===== config.mk =====
export PLATFORM = sky130hd
export DESIGN_NAME = ucz_ep0
export DESIGN_NICKNAME = d
export VERILOG_FILES = /design/src/ucz_pkg.sv /design/src/ucz_byte_store.sv /design/src/ucz_ep0.sv /design/src/ucz_token_match.sv
export SDC_FILE = /design/constraint.sdc
export NUM_CORES = 2
export LEC_CHECK = 0
export ABC_CLOCK_PERIOD_IN_PS = 3550
export BUFFER_PORTS_ARGS = -buffer_cell sky130_fd_sc_hd__buf_4
export CAP_MARGIN = 20
export CORE_MARGIN = 4
export CORE_UTILIZATION = 40
export DETAILED_ROUTE_END_ITERATION = 7
export GPL_TIMING_DRIVEN = 0
export HOLD_SLACK_MARGIN = 0.12
export PLACE_DENSITY = 0.55
export SLEW_MARGIN = 0
export SYNTH_ARGS = -nofsm -noshare
export SYNTH_HDL_FRONTEND = slang
export SYNTH_SLANG_ARGS = --single-unit
export TNS_END_PERCENT = 1

===== constraint.sdc =====
create_clock -name clk -period 3.55 [get_ports clk]
set_input_delay 0.355 -clock clk [delete_from_list [all_inputs] [get_ports clk]]
set_output_delay 0.355 -clock clk [all_outputs]
set_load 0.02 [all_outputs]

===== src/ucz_pkg.sv =====
`default_nettype none
package ucz_pkg;
  // Buffer sizes.
  localparam int DATA_BYTES = 64;
  localparam int SETUP_BYTES = 8;
  localparam logic [6:0] MAX_COUNT = 7'h40;
  localparam logic [6:0] SETUP_COUNT = 7'h08;

  // Register byte addresses.
  localparam logic [11:0] ADDR_CTRL = 12'h000;
  localparam logic [11:0] ADDR_IRQ_EN = 12'h004;
  localparam logic [11:0] ADDR_IRQ_REQ = 12'h008;
  localparam logic [11:0] ADDR_BYTE_CNT = 12'h00C;
  localparam logic [11:0] ADDR_DESC_PTR = 12'h010;
  localparam logic [11:0] ADDR_FN_ADDR = 12'h014;
  localparam logic [11:0] ADDR_SETUP_BASE = 12'h020;
  localparam logic [11:0] ADDR_DATA_BASE = 12'h040;

  // Field positions.
  localparam int CTRL_STALL_BIT = 0;
  localparam int CTRL_HOLD_BIT = 1;
  localparam int CTRL_OWN_BIT = 2;
  localparam int IRQ_SETUP_TOKEN_IRQ_BIT = 0;
  localparam int IRQ_SETUP_DATA_READY_IRQ_BIT = 1;
  localparam int IRQ_IN_BIT = 2;
  localparam int IRQ_OUT_BIT = 3;
  localparam int BC_BUSY_BIT = 8;

  // Reset values.
  localparam logic OWN_RESET = 1'b1;
  localparam logic [3:0] IRQ_EN_RESET = 4'h0;
  localparam logic [15:0] DESC_PTR_RESET = 16'h0000;
  localparam logic [6:0] FN_ADDR_RESET = 7'h00;

  // Token kinds from the serial engine and handshakes back to it.
  localparam logic [1:0] TOK_OUT = 2'h0;
  localparam logic [1:0] TOK_IN = 2'h1;
  localparam logic [1:0] TOK_SETUP = 2'h2;
  localparam logic [1:0] HS_ACK = 2'h0;
  localparam logic [1:0] HS_NAK = 2'h1;
  localparam logic [1:0] HS_STALL = 2'h2;

  // Request fields handled in hardware.
  localparam logic [7:0] REQTYPE_STD_DEV_OUT = 8'h00;
  localparam logic [7:0] REQ_SET_ADDRESS = 8'h05;

  typedef enum logic [2:0] {
    S_IDLE, S_SETUP, S_RX, S_DROP, S_TX, S_WAIT
  } ucz_state_t;
endpackage : ucz_pkg
`default_nettype wire


===== src/ucz_byte_store.sv =====
`timescale 1ns/1ps
`default_nettype none
module ucz_byte_store import ucz_pkg::*; #(
  parameter int DEPTH = 8
) (
  // Clock and reset.
  input wire logic clk,
  input wire logic rst_n,
  // Byte write from the link side.
  input wire logic usbWrEn,
  input wire logic [$clog2(DEPTH)-1:0] usbIdx,
  input wire logic [7:0] usbData,
  // Word write from the register bus.
  input wire logic busWrEn,
  input wire logic [$clog2(DEPTH)-3:0] busWordIdx,
  input wire logic [31:0] busWData,
  // Whole contents.
  output logic [DEPTH*8-1:0] bytes
);
  localparam int IW = $clog2(DEPTH);
  localparam int WW = IW - 2;

  ////////////////////////////////////////////////////////////////////////////////
  // The link write wins a collision, since a packet cannot be paused.
  for (genvar i = 0; i < DEPTH; i++) begin : g_byte
    always_ff @(posedge clk) begin
      if (!rst_n) begin
        bytes[i*8 +: 8] <= 8'h00;
      end else if (usbWrEn && usbIdx == IW'(i)) begin
        bytes[i*8 +: 8] <= usbData;
      end else if (busWrEn && busWordIdx == WW'(i / 4)) begin
        bytes[i*8 +: 8] <= busWData[(i % 4)*8 +: 8];
      end
    end
  end
endmodule : ucz_byte_store
`default_nettype wire


===== src/ucz_ep0.sv =====
// Summary of operation
// - One shared 64-byte buffer for data stages.
// - Separate 8-byte store holds setup bytes.
// - Only endpoint zero accepts setup tokens.
// - Control endpoint is always enabled.
// - Status is zero-length DATA1, opposite direction.
// - Data packets need a loaded byte count.
// - Hold bit set: status tokens get NAK.
// - Writing one clears hold; status then ACKed.
// - Stall needs both stall and hold bits.
// - New setup token clears the stall bit.
// - Setup token flag set on token.
// - Setup data flag after eight good bytes, except for Set Address.
// - Bad setup data: silent, host retries.
// - Flags sticky until written one, always readable.
// - Enables and requests in separate registers.
// - Setup always accepted, store always overwritten.
// - 16-bit descriptor pointer for IN data.
// - Separate flags per phase, per IN packet.
// - Set Address handled in hardware alone.
`timescale 1ns/1ps
`default_nettype none
module ucz_ep0 import ucz_pkg::*; (
  // Clock and reset.
  input wire logic clk,
  input wire logic rst_n,
  // APB slave.
  input wire logic [11:0] paddr,
  input wire logic psel,
  input wire logic penable,
  input wire logic pwrite,
  input wire logic [31:0] pwdata,
  output logic [31:0] prdata,
  output logic pready,
  output logic pslverr,
  // Tokens from the serial engine.
  input wire logic tokValid,
  input wire logic [1:0] tokType,
  input wire logic [6:0] tokAddr,
  input wire logic [3:0] tokEndp,
  // Received data packet.
  input wire logic rxValid,
  input wire logic [7:0] rxData,
  input wire logic rxEnd,
  input wire logic rxOk,
  // Host handshake after an IN packet.
  input wire logic hostAck,
  // Handshake to send.
  output logic hsValid,
  output logic [1:0] hsCode,
  // Data packet to send.
  output logic txValid,
  output logic [7:0] txData,
  output logic txLast,
  output logic txZlp,
  output logic txData1,
  input wire logic txReady,
  // Device state.
  output logic [6:0] function_address_reg,
  output logic [15:0] descPtr,
  output logic irqPending
);
  function automatic logic isDataWord(input logic [11:0] a);
    isDataWord = a[11:6] == ADDR_DATA_BASE[11:6] && a[1:0] == 2'h0;
  endfunction : isDataWord

  function automatic logic isSetupWord(input logic [11:0] a);
    isSetupWord = a[11:3] == ADDR_SETUP_BASE[11:3] && a[1:0] == 2'h0;
  endfunction : isSetupWord

  ucz_state_t state_q;
  logic [6:0] idx_q, count_q, pendAddr_q, function_address_reg_q;
  logic [1:0] hsCode_q;
  logic [3:0] irqEn_q, irqReq_q, irqSet;
  logic [15:0] descPtr_q;
  logic [31:0] prdata_q, rdData;
  logic [63:0] setupBytes;
  logic [511:0] dataBytes;
  logic hsValid_q, zlp_q, status_q, stall_q, hold_q, own_q, armed_q, toggle_q, dirIn_q;
  logic hasData_q, pendValid_q, irqPending_q, pslverr_q, rdErr, ep0Hit, setupTok, inTok;
  logic outTok, statusIsIn, stallNow, setupGood, setAddr, outDone, inDone, apbWr, wrCtrl;
  logic wrIrqEn, wrIrqReq, wrCount;

  ////////////////////////////////////////////////////////////////////////////////
  // Token classification.
  ucz_token_match u_match (
    .tokValid(tokValid),
    .tokAddr(tokAddr),
    .tokEndp(tokEndp),
    .function_address_reg(function_address_reg_q),
    .ep0Hit(ep0Hit)
  );

  assign setupTok = ep0Hit && tokType == TOK_SETUP;
  assign inTok = ep0Hit && tokType == TOK_IN;
  assign outTok = ep0Hit && tokType == TOK_OUT;
  // Status runs opposite to the data stage, or IN when there is none.
  assign statusIsIn = !(hasData_q && dirIn_q);
  assign stallNow = stall_q && hold_q;
  assign setupGood = state_q == S_SETUP && rxEnd && rxOk && idx_q == SETUP_COUNT;
  assign setAddr = own_q && setupBytes[7:0] == REQTYPE_STD_DEV_OUT
      && setupBytes[15:8] == REQ_SET_ADDRESS;
  assign outDone = state_q == S_RX && rxEnd && rxOk;
  assign inDone = state_q == S_WAIT && hostAck;

  ////////////////////////////////////////////////////////////////////////////////
  // Storage.
  ucz_byte_store #(.DEPTH(SETUP_BYTES)) u_setup (
    .clk(clk),
    .rst_n(rst_n),
    .usbWrEn(state_q == S_SETUP && rxValid && idx_q < SETUP_COUNT),
    .usbIdx(idx_q[2:0]),
    .usbData(rxData),
    .busWrEn(1'b0),
    .busWordIdx(1'b0),
    .busWData(32'h0000_0000),
    .bytes(setupBytes)
  );

  ucz_byte_store #(.DEPTH(DATA_BYTES)) u_data (
    .clk(clk),
    .rst_n(rst_n),
    .usbWrEn(state_q == S_RX && rxValid && !status_q && idx_q < count_q),
    .usbIdx(idx_q[5:0]),
    .usbData(rxData),
    .busWrEn(apbWr && isDataWord(paddr)),
    .busWordIdx(paddr[5:2]),
    .busWData(pwdata),
    .bytes(dataBytes)
  );

  ////////////////////////////////////////////////////////////////////////////////
  // Transaction sequencer.
  always_ff @(posedge clk) begin
    if (!rst_n) begin
      state_q <= S_IDLE;
      idx_q <= 7'h00;
      hsValid_q <= 1'b0;
      hsCode_q <= HS_ACK;
      zlp_q <= 1'b0;
      status_q <= 1'b0;
    end else begin
      hsValid_q <= 1'b0;
      if (setupTok) begin
        // A setup token is never refused and aborts whatever was running.
        state_q <= S_SETUP;
        idx_q <= 7'h00;
      end else begin
        case (state_q)
          S_IDLE: begin
            if (inTok) begin
              status_q <= statusIsIn;
              if (stallNow) begin
                hsValid_q <= 1'b1;
                hsCode_q <= HS_STALL;
              end else if (statusIsIn ? hold_q : !armed_q) begin
                hsValid_q <= 1'b1;
                hsCode_q <= HS_NAK;
              end else begin
                state_q <= S_TX;
                idx_q <= 7'h00;
                zlp_q <= statusIsIn || count_q == 7'h00;
              end
            end else if (outTok) begin
              status_q <= !statusIsIn;
              if (stallNow) begin
                state_q <= S_DROP;
                hsValid_q <= 1'b1;
                hsCode_q <= HS_STALL;
              end else if (!statusIsIn ? hold_q : !armed_q) begin
                state_q <= S_DROP;
                hsValid_q <= 1'b1;
                hsCode_q <= HS_NAK;
              end else begin
                state_q <= S_RX;
                idx_q <= 7'h00;
              end
            end
          end
          S_SETUP: begin
            if (rxValid && idx_q < SETUP_COUNT) begin
              idx_q <= idx_q + 7'h01;
            end
            if (rxEnd) begin
              // A damaged copy gets no handshake, so the host resends it.
              state_q <= S_IDLE;
              hsValid_q <= setupGood;
              hsCode_q <= HS_ACK;
            end
          end
          S_RX: begin
            if (rxValid && idx_q < count_q) begin
              idx_q <= idx_q + 7'h01;
            end
            if (rxEnd) begin
              state_q <= S_IDLE;
              hsValid_q <= rxOk;
              hsCode_q <= HS_ACK;
            end
          end
          S_DROP: begin
            if (rxEnd) begin
              state_q <= S_IDLE;
            end
          end
          S_TX: begin
            if (txReady && txLast) begin
              state_q <= S_WAIT;
            end else if (txReady) begin
              idx_q <= idx_q + 7'h01;
            end
          end
          S_WAIT: begin
            // A fresh token means the host lost our packet; it will retry.
            if (hostAck || tokValid) begin
              state_q <= S_IDLE;
            end
          end
          default: state_q <= S_IDLE;
        endcase
      end
    end
  end

  assign hsValid = hsValid_q;
  assign hsCode = hsCode_q;
  assign txValid = state_q == S_TX;
  assign txData = dataBytes[{idx_q[5:0], 3'h0} +: 8];
  assign txLast = zlp_q || idx_q == count_q - 7'h01;
  assign txZlp = zlp_q;
  assign txData1 = status_q || toggle_q;

  ////////////////////////////////////////////////////////////////////////////////
  // Transfer context captured from the setup packet.
  always_ff @(posedge clk) begin
    if (!rst_n) begin
      dirIn_q <= 1'b0;
      hasData_q <= 1'b0;
      toggle_q <= 1'b1;
      pendAddr_q <= FN_ADDR_RESET;
      pendValid_q <= 1'b0;
      function_address_reg_q <= FN_ADDR_RESET;
    end else begin
      if (setupGood) begin
        dirIn_q <= setupBytes[7];
        hasData_q <= setupBytes[63:48] != 16'h0000;
        toggle_q <= 1'b1;
        pendAddr_q <= setupBytes[22:16];
        pendValid_q <= setAddr;
      end else if ((inDone || outDone) && !status_q) begin
        toggle_q <= !toggle_q;
      end else if ((inDone || outDone) && status_q && pendValid_q) begin
        // The new address applies only once the status stage is done.
        function_address_reg_q <= pendAddr_q;
        pendValid_q <= 1'b0;
      end
    end
  end

  ////////////////////////////////////////////////////////////////////////////////
  // APB slave.
  assign apbWr = psel && penable && pwrite;
  assign wrCtrl = apbWr && paddr == ADDR_CTRL;
  assign wrIrqEn = apbWr && paddr == ADDR_IRQ_EN;
  assign wrIrqReq = apbWr && paddr == ADDR_IRQ_REQ;
  assign wrCount = apbWr && paddr == ADDR_BYTE_CNT;

  always_comb begin
    rdErr = 1'b0;
    rdData = 32'h0000_0000;
    if (isDataWord(paddr)) begin
      rdData = dataBytes[{paddr[5:2], 5'h00} +: 32];
    end else if (isSetupWord(paddr)) begin
      rdData = setupBytes[{paddr[2], 5'h00} +: 32];
    end else begin
      case (paddr)
        ADDR_CTRL: rdData = {29'h0, own_q, hold_q, stall_q};
        ADDR_IRQ_EN: rdData = {28'h000_0000, irqEn_q};
        ADDR_IRQ_REQ: rdData = {28'h000_0000, irqReq_q};
        ADDR_BYTE_CNT: rdData = {23'h0, armed_q, 1'b0, count_q};
        ADDR_DESC_PTR: rdData = {16'h0000, descPtr_q};
        ADDR_FN_ADDR: rdData = {25'h0, function_address_reg_q};
        default: rdErr = 1'b1;
      endcase
    end
  end

  // Read data is caught in the setup cycle so the access needs no wait state.
  always_ff @(posedge clk) begin
    if (!rst_n) begin
      prdata_q <= 32'h0000_0000;
      pslverr_q <= 1'b0;
    end else if (psel && !penable) begin
      prdata_q <= rdData;
      pslverr_q <= rdErr;
    end
  end

  assign prdata = prdata_q;
  assign pready = 1'b1;
  assign pslverr = pslverr_q && psel && penable;

  ////////////////////////////////////////////////////////////////////////////////
  // Control bits.
  always_ff @(posedge clk) begin
    if (!rst_n) begin
      stall_q <= 1'b0;
      hold_q <= 1'b0;
      own_q <= OWN_RESET;
    end else begin
      // Firmware setting stall in the token cycle wins over the auto clear.
      if (wrCtrl) begin
        stall_q <= pwdata[CTRL_STALL_BIT];
      end else if (setupTok) begin
        stall_q <= 1'b0;
      end
      if (setupGood && !setAddr) begin
        hold_q <= 1'b1;
      end else if (setupGood || (wrCtrl && pwdata[CTRL_HOLD_BIT])) begin
        hold_q <= 1'b0;
      end
      if (wrCtrl) begin
        own_q <= pwdata[CTRL_OWN_BIT];
      end
    end
  end

  ////////////////////////////////////////////////////////////////////////////////
  // Interrupt enables and sticky requests.
  always_comb begin
    irqSet = 4'h0;
    irqSet[IRQ_SETUP_TOKEN_IRQ_BIT] = setupTok;
    irqSet[IRQ_SETUP_DATA_READY_IRQ_BIT] = setupGood && !setAddr;
    irqSet[IRQ_IN_BIT] = inDone && !status_q;
    irqSet[IRQ_OUT_BIT] = outDone && !status_q;
  end

  always_ff @(posedge clk) begin
    if (!rst_n) begin
      irqEn_q <= IRQ_EN_RESET;
      irqReq_q <= 4'h0;
      irqPending_q <= 1'b0;
    end else begin
      if (wrIrqEn) begin
        irqEn_q <= pwdata[3:0];
      end
      // New events win over a write-one clear in the same cycle.
      irqReq_q <= (irqReq_q & ~(wrIrqReq ? pwdata[3:0] : 4'h0)) | irqSet;
      irqPending_q <= |(irqReq_q & irqEn_q);
    end
  end

  assign irqPending = irqPending_q;

  ////////////////////////////////////////////////////////////////////////////////
  // Byte count and descriptor pointer.
  always_ff @(posedge clk) begin
    if (!rst_n) begin
      armed_q <= 1'b0;
      count_q <= 7'h00;
      descPtr_q <= DESC_PTR_RESET;
    end else begin
      if (wrCount) begin
        // Loading the count arms one data packet; a zero count sends a zero-length packet.
        armed_q <= 1'b1;
        count_q <= (pwdata[6:0] > MAX_COUNT) ? MAX_COUNT : pwdata[6:0];
      end else if (setupTok || ((inDone || outDone) && !status_q)) begin
        armed_q <= 1'b0;
        if (outDone) begin
          count_q <= idx_q;
        end
      end
      if (apbWr && paddr == ADDR_DESC_PTR) begin
        descPtr_q <= pwdata[15:0];
      end
    end
  end

  assign function_address_reg = function_address_reg_q;
  assign descPtr = descPtr_q;

  ////////////////////////////////////////////////////////////////////////////////
  // Checks.
  a_setup_token_irq_on_token: assert property (
    @(posedge clk) disable iff (!rst_n) setupTok |=> irqReq_q[IRQ_SETUP_TOKEN_IRQ_BIT])
    else $error("Setup token flag not raised after setup token.");

  a_setup_not_refused: assert property (
    @(posedge clk) disable iff (!rst_n)
    setupTok |=> state_q == S_SETUP && !(hsValid && hsCode != HS_ACK))
    else $error("Setup token was refused.");

  a_stall_cleared_setup: assert property (
    @(posedge clk) disable iff (!rst_n) setupTok && !wrCtrl |=> !stall_q)
    else $error("Stall bit survived a new setup token.");

  a_setup_data_ready_irq_after_good: assert property (
    @(posedge clk) disable iff (!rst_n)
    !irqReq_q[IRQ_SETUP_DATA_READY_IRQ_BIT] ##1 irqReq_q[IRQ_SETUP_DATA_READY_IRQ_BIT] |-> $past(setupGood))
    else $error("Setup data flag rose without a good setup packet.");

  a_nak_unarmed: assert property (
    @(posedge clk) disable iff (!rst_n)
    state_q == S_IDLE && inTok && !statusIsIn && !stallNow && !armed_q
    |=> hsValid && hsCode == HS_NAK && state_q == S_IDLE)
    else $error("Data IN not refused while byte count unloaded.");

  a_hold_naks_status: assert property (
    @(posedge clk) disable iff (!rst_n)
    state_q == S_IDLE && inTok && statusIsIn && hold_q && !stall_q
    |=> hsValid && hsCode == HS_NAK)
    else $error("Status token not answered with NAK while held.");

  a_stall_needs_both: assert property (
    @(posedge clk) disable iff (!rst_n)
    hsValid && hsCode == HS_STALL |-> $past(stall_q) && $past(hold_q))
    else $error("Stall sent without both stall and hold set.");

  a_hold_after_setup: assert property (
    @(posedge clk) disable iff (!rst_n) setupGood && !setAddr |=> hold_q [*2])
    else $error("Hold bit not set after a good setup packet.");
endmodule : ucz_ep0
`default_nettype wire


===== src/ucz_token_match.sv =====
`timescale 1ns/1ps
`default_nettype none
module ucz_token_match import ucz_pkg::*; (
  // Token from the serial engine.
  input wire logic tokValid,
  input wire logic [6:0] tokAddr,
  input wire logic [3:0] tokEndp,
  // Current function address.
  input wire logic [6:0] function_address_reg,
  // Token is for the control endpoint.
  output logic ep0Hit
);
  ////////////////////////////////////////////////////////////////////////////////
  // Endpoint zero has no enable term, so it always answers the host.
  assign ep0Hit = tokValid && tokEndp == 4'h0 && tokAddr == function_address_reg;
endmodule : ucz_token_match
`default_nettype wire

==> results.json <==
{
  "status": "complete, but fails checks",
  "violations": "setup timing",
  "yosys-top-cells-area": "dfxtp_1 34%, mux4_2 18%, o211a_1 13%",
  "p_seq_share_pct": 41.2,
  "r2r-start": "idx_q[0]",
  "ios": 149,
  "power.internal_mw": 13.3,
  "crit_fanout": 8,
  "yosysWarnings": 0,
  "cts_sinks": 678,
  "power_frac_clock_pct": 49.8,
  "start_util_pct": 40.3,
  "critPathArrivalTime_ps": 3590,
  "worstHoldPathType": "input port to flip-flop",
  "area.growth.synth_to_final_pct": 19.2,
  "antenna_found_initial": 49,
  "root_buffer": "clkbuf_16",
  "path_clk_slew_ps": 60,
  "final_cell_count_no_fill": 5660,
  "pre_cts_slack_ps": -1540,
  "grt_pass1_vias": 36124,
  "drive_above_1_share_pct": 22.5,
  "rsz0062_at_grt": "yes",
  "gr-usage-all-layers_pct": 49.1,
  "p_leak_nw": 23.9,
  "startpoint_type": "flip-flop",
  "rrSetupSlack_ps": -90,
  "setup_viol": 113,
  "path_class": "flip-flop to output pin",
  "place_hpwl_um": 207000,
  "whs_ps": 167,
  "fin_crit_ps": 3950,
  "cp_slowest_cell": "mux4_2",
  "r2r_end": "u_data.bytes[271]",
  "p_switching_mw": 5.20,
  "fp.dieH_um": 326,
  "cap_violations": 0,
  "synth_flop_cell": "dfxtp_1",
  "largest_reg_flops": 512,
  "wirelength_um": 270000,
  "vias": 40371,
  "via_per_inst": 7.13,
  "yosysTopAreaCell": "dfxtp_1",
  "grt-ovfl-total": 0,
  "irDropWorstVdd_uv": 371,
  "regMostFlops": "u_data.bytes",
  "clk_path_buf_depth": 3,
  "grt_pass1_wl_um": 349000,
  "final_util_pct": 48.0,
  "synth.distinct_cells": 71,
  "reg2reg_depth": 15,
  "crit_path_max_incr_delay_ps": 650,
  "fill_cells": 9522,
  "worstPathRequired_ps": 3190,
  "ys_seq_area_share_pct": 33.6,
  "syn-cell-area_sq_um": 40400,
  "routedWlPerCell_um": 47.7,
  "synth_area_per_cell_sq_um": 10.2,
  "firstDrtPassIters": 6,
  "nets": 4362,
  "tightestPinTransition_ps": 1390,
  "path_common_cell": "mux4_2",
  "io_buffers": 125,
  "finalMaxSlewViolations": 0,
  "cp-end-kind": "output pin",
  "final_antenna_net_count": 0,
  "dp.cells": 5446,
  "clock.fmax_mhz": 253,
  "synthCells": 3965,
  "cts_max_level": 3,
  "slew_headroom_pct": 7.21,
  "async_flop_share_pct": 0,
  "rows": 116,
  "die_area_sq_um": 106000,
  "fin_crit_sh_pct": 111,
  "fin_ws_ps": -397,
  "finalWeightedCongestion": 1.09,
  "hold_end": "u_data.bytes[248]",
  "path_cells": "buf_12 > buf_16 > buf_16 > mux4_2 > mux4_2 > mux4_2 > buf_6",
  "synth_top_area_share_pct": 33.6,
  "finClkSkew_ps": 34.3,
  "sw_frac_of_total_pct": 28.1,
  "whs_path_depth": 4,
  "clk_latency_ps": 720,
  "cts_tree": "built",
  "path_delay_family": "multiplexers",
  "synth-edff-count": 0,
  "cts_buffers": 82,
  "synth.net_count": 4056,
  "die_x_um": 326,
  "tns_ps": -6430,
  "ys_ff_latch": 678,
  "drt_iter0_markers": 6698,
  "worstHoldStart": "pwdata[24]",
  "layout_common_cells": "815 x nand2_1, 676 x dfxtp_1, 520 x o211a_1",
  "power.density_nw_per_um2": 384,
  "hold_viol": 0,
  "drc": 0,
  "layout_commonest_cell": "nand2_1",
  "share_comb_of_total_power_pct": 8.9,
  "grt_max_degree": 14,
  "path_buf_inv": 4,
  "core_area_sq_um": 100000
}
logic make-up (layout without fill, tap and decap cells):
family	Yosys count	in the layout	share of synthesized area (%)
compound gates	756	756	16.8
xor+xnor	19	19	0.412
fa+ha+maj	16	16	0.490
buf+inv	461	828	4.92
flops	678	678	33.6
mux	820	820	30.6
other cells	1	31	0.00929
simple gates	1214	1214	13.1
metal layers:
layer	part of all wire [%]	up-vias	track usage (%)	wire length, um
met5	0.061	-	0	165
met4	11	24	40.6	29600
met3	13	1111	19.8	35300
met2	40	3559	69.4	108000
met1	36	20264	58.4	96400
li1	-	15413	-	-
per-stage QoR:
stage               area (sq um)  power, mW
detailed placement         43900       9.27
floorplan                  40400       8.29
global route               48000       18.6
CTS                        47700       18.3
finish                     48100       18.5
global placement           42900       9.17
cell type report:
| type | count | area [sq um] | area share, % |
|---|---|---|---|
| clock buffers | 117 | 2320 | 4.83 |
| well taps | 1298 | 1620 | 3.38 |
| plain buffers | 448 | 2560 | 5.32 |
| clock inverters | 28 | 483 | 1.00 |
| multi-input cells | 2826 | 24900 | 51.8 |
| inverters | 13 | 48.8 | 0.101 |
| flip-flops and latches | 678 | 13600 | 28.2 |
| repair buffers | 222 | 2480 | 5.15 |
| diodes | 30 | 75.1 | 0.156 |
how the worst max path moves through the flow:
stage                             end  startpoint  cells after the start  slack, ps
floorplan           u_data.bytes[326]    idx_q[0]                     15        530
global placement     u_data.bytes[47]    idx_q[0]                     14      -1740
detailed placement  u_data.bytes[311]    idx_q[0]                     16      -1540
CTS                         txData[3]    idx_q[0]                      8       -340
global route                txData[7]    idx_q[0]                      8       -370
finish                      txData[4]    idx_q[0]                      7       -400
power by group through the flow:
stage | Sequential, mW | Combinational [mW] | Clock, mW
floorplan | 7.79 | 0.498 | 0
global placement | 7.79 | 1.38 | 0
detailed placement | 7.79 | 1.48 | 0
CTS | 7.62 | 1.50 | 9.18
global route | 7.62 | 1.55 | 9.45
finish | 7.62 | 1.65 | 9.21
cells in the mapped netlist (all sizes together) (46+ instances only):
master	n
mux2i	473
mux4	330
dfxtp	678
o21ai	61
a21boi	72
o211a	520
nand2	847
nor2	49
buf	145
nand3	162
nor2b	46
clkbuf	303
worst register-to-register path, cell delays in order (launching register included):
cell       delay (ps)
dfxtp_4           360
buf_12            150
buf_16            200
buf_12            190
buf_12            180
inv_1             260
ha_1              200
nand2b_1          120
a21oi_2            70
a2bb2oi_4         190
nor4b_4           370
buf_8             250
buf_6             250
nand2_1           230
buf_2             310
o211a_1           220
timing repair:
| item | in CTS | in global routing |
|---|---|---|
| resized for setup | 241 | 77 |
| hold buffers | 10 | 0 |
| buffers inserted | 13 | 1 |
| pin swaps | 3 | 0 |
| endpoints found under the hold margin | 14 | 0 |
| cloned | 4 | 0 |
| setup endpoints to repair | 598 | 418 |
No activity file was read; power rests on OpenSTA's default activity.
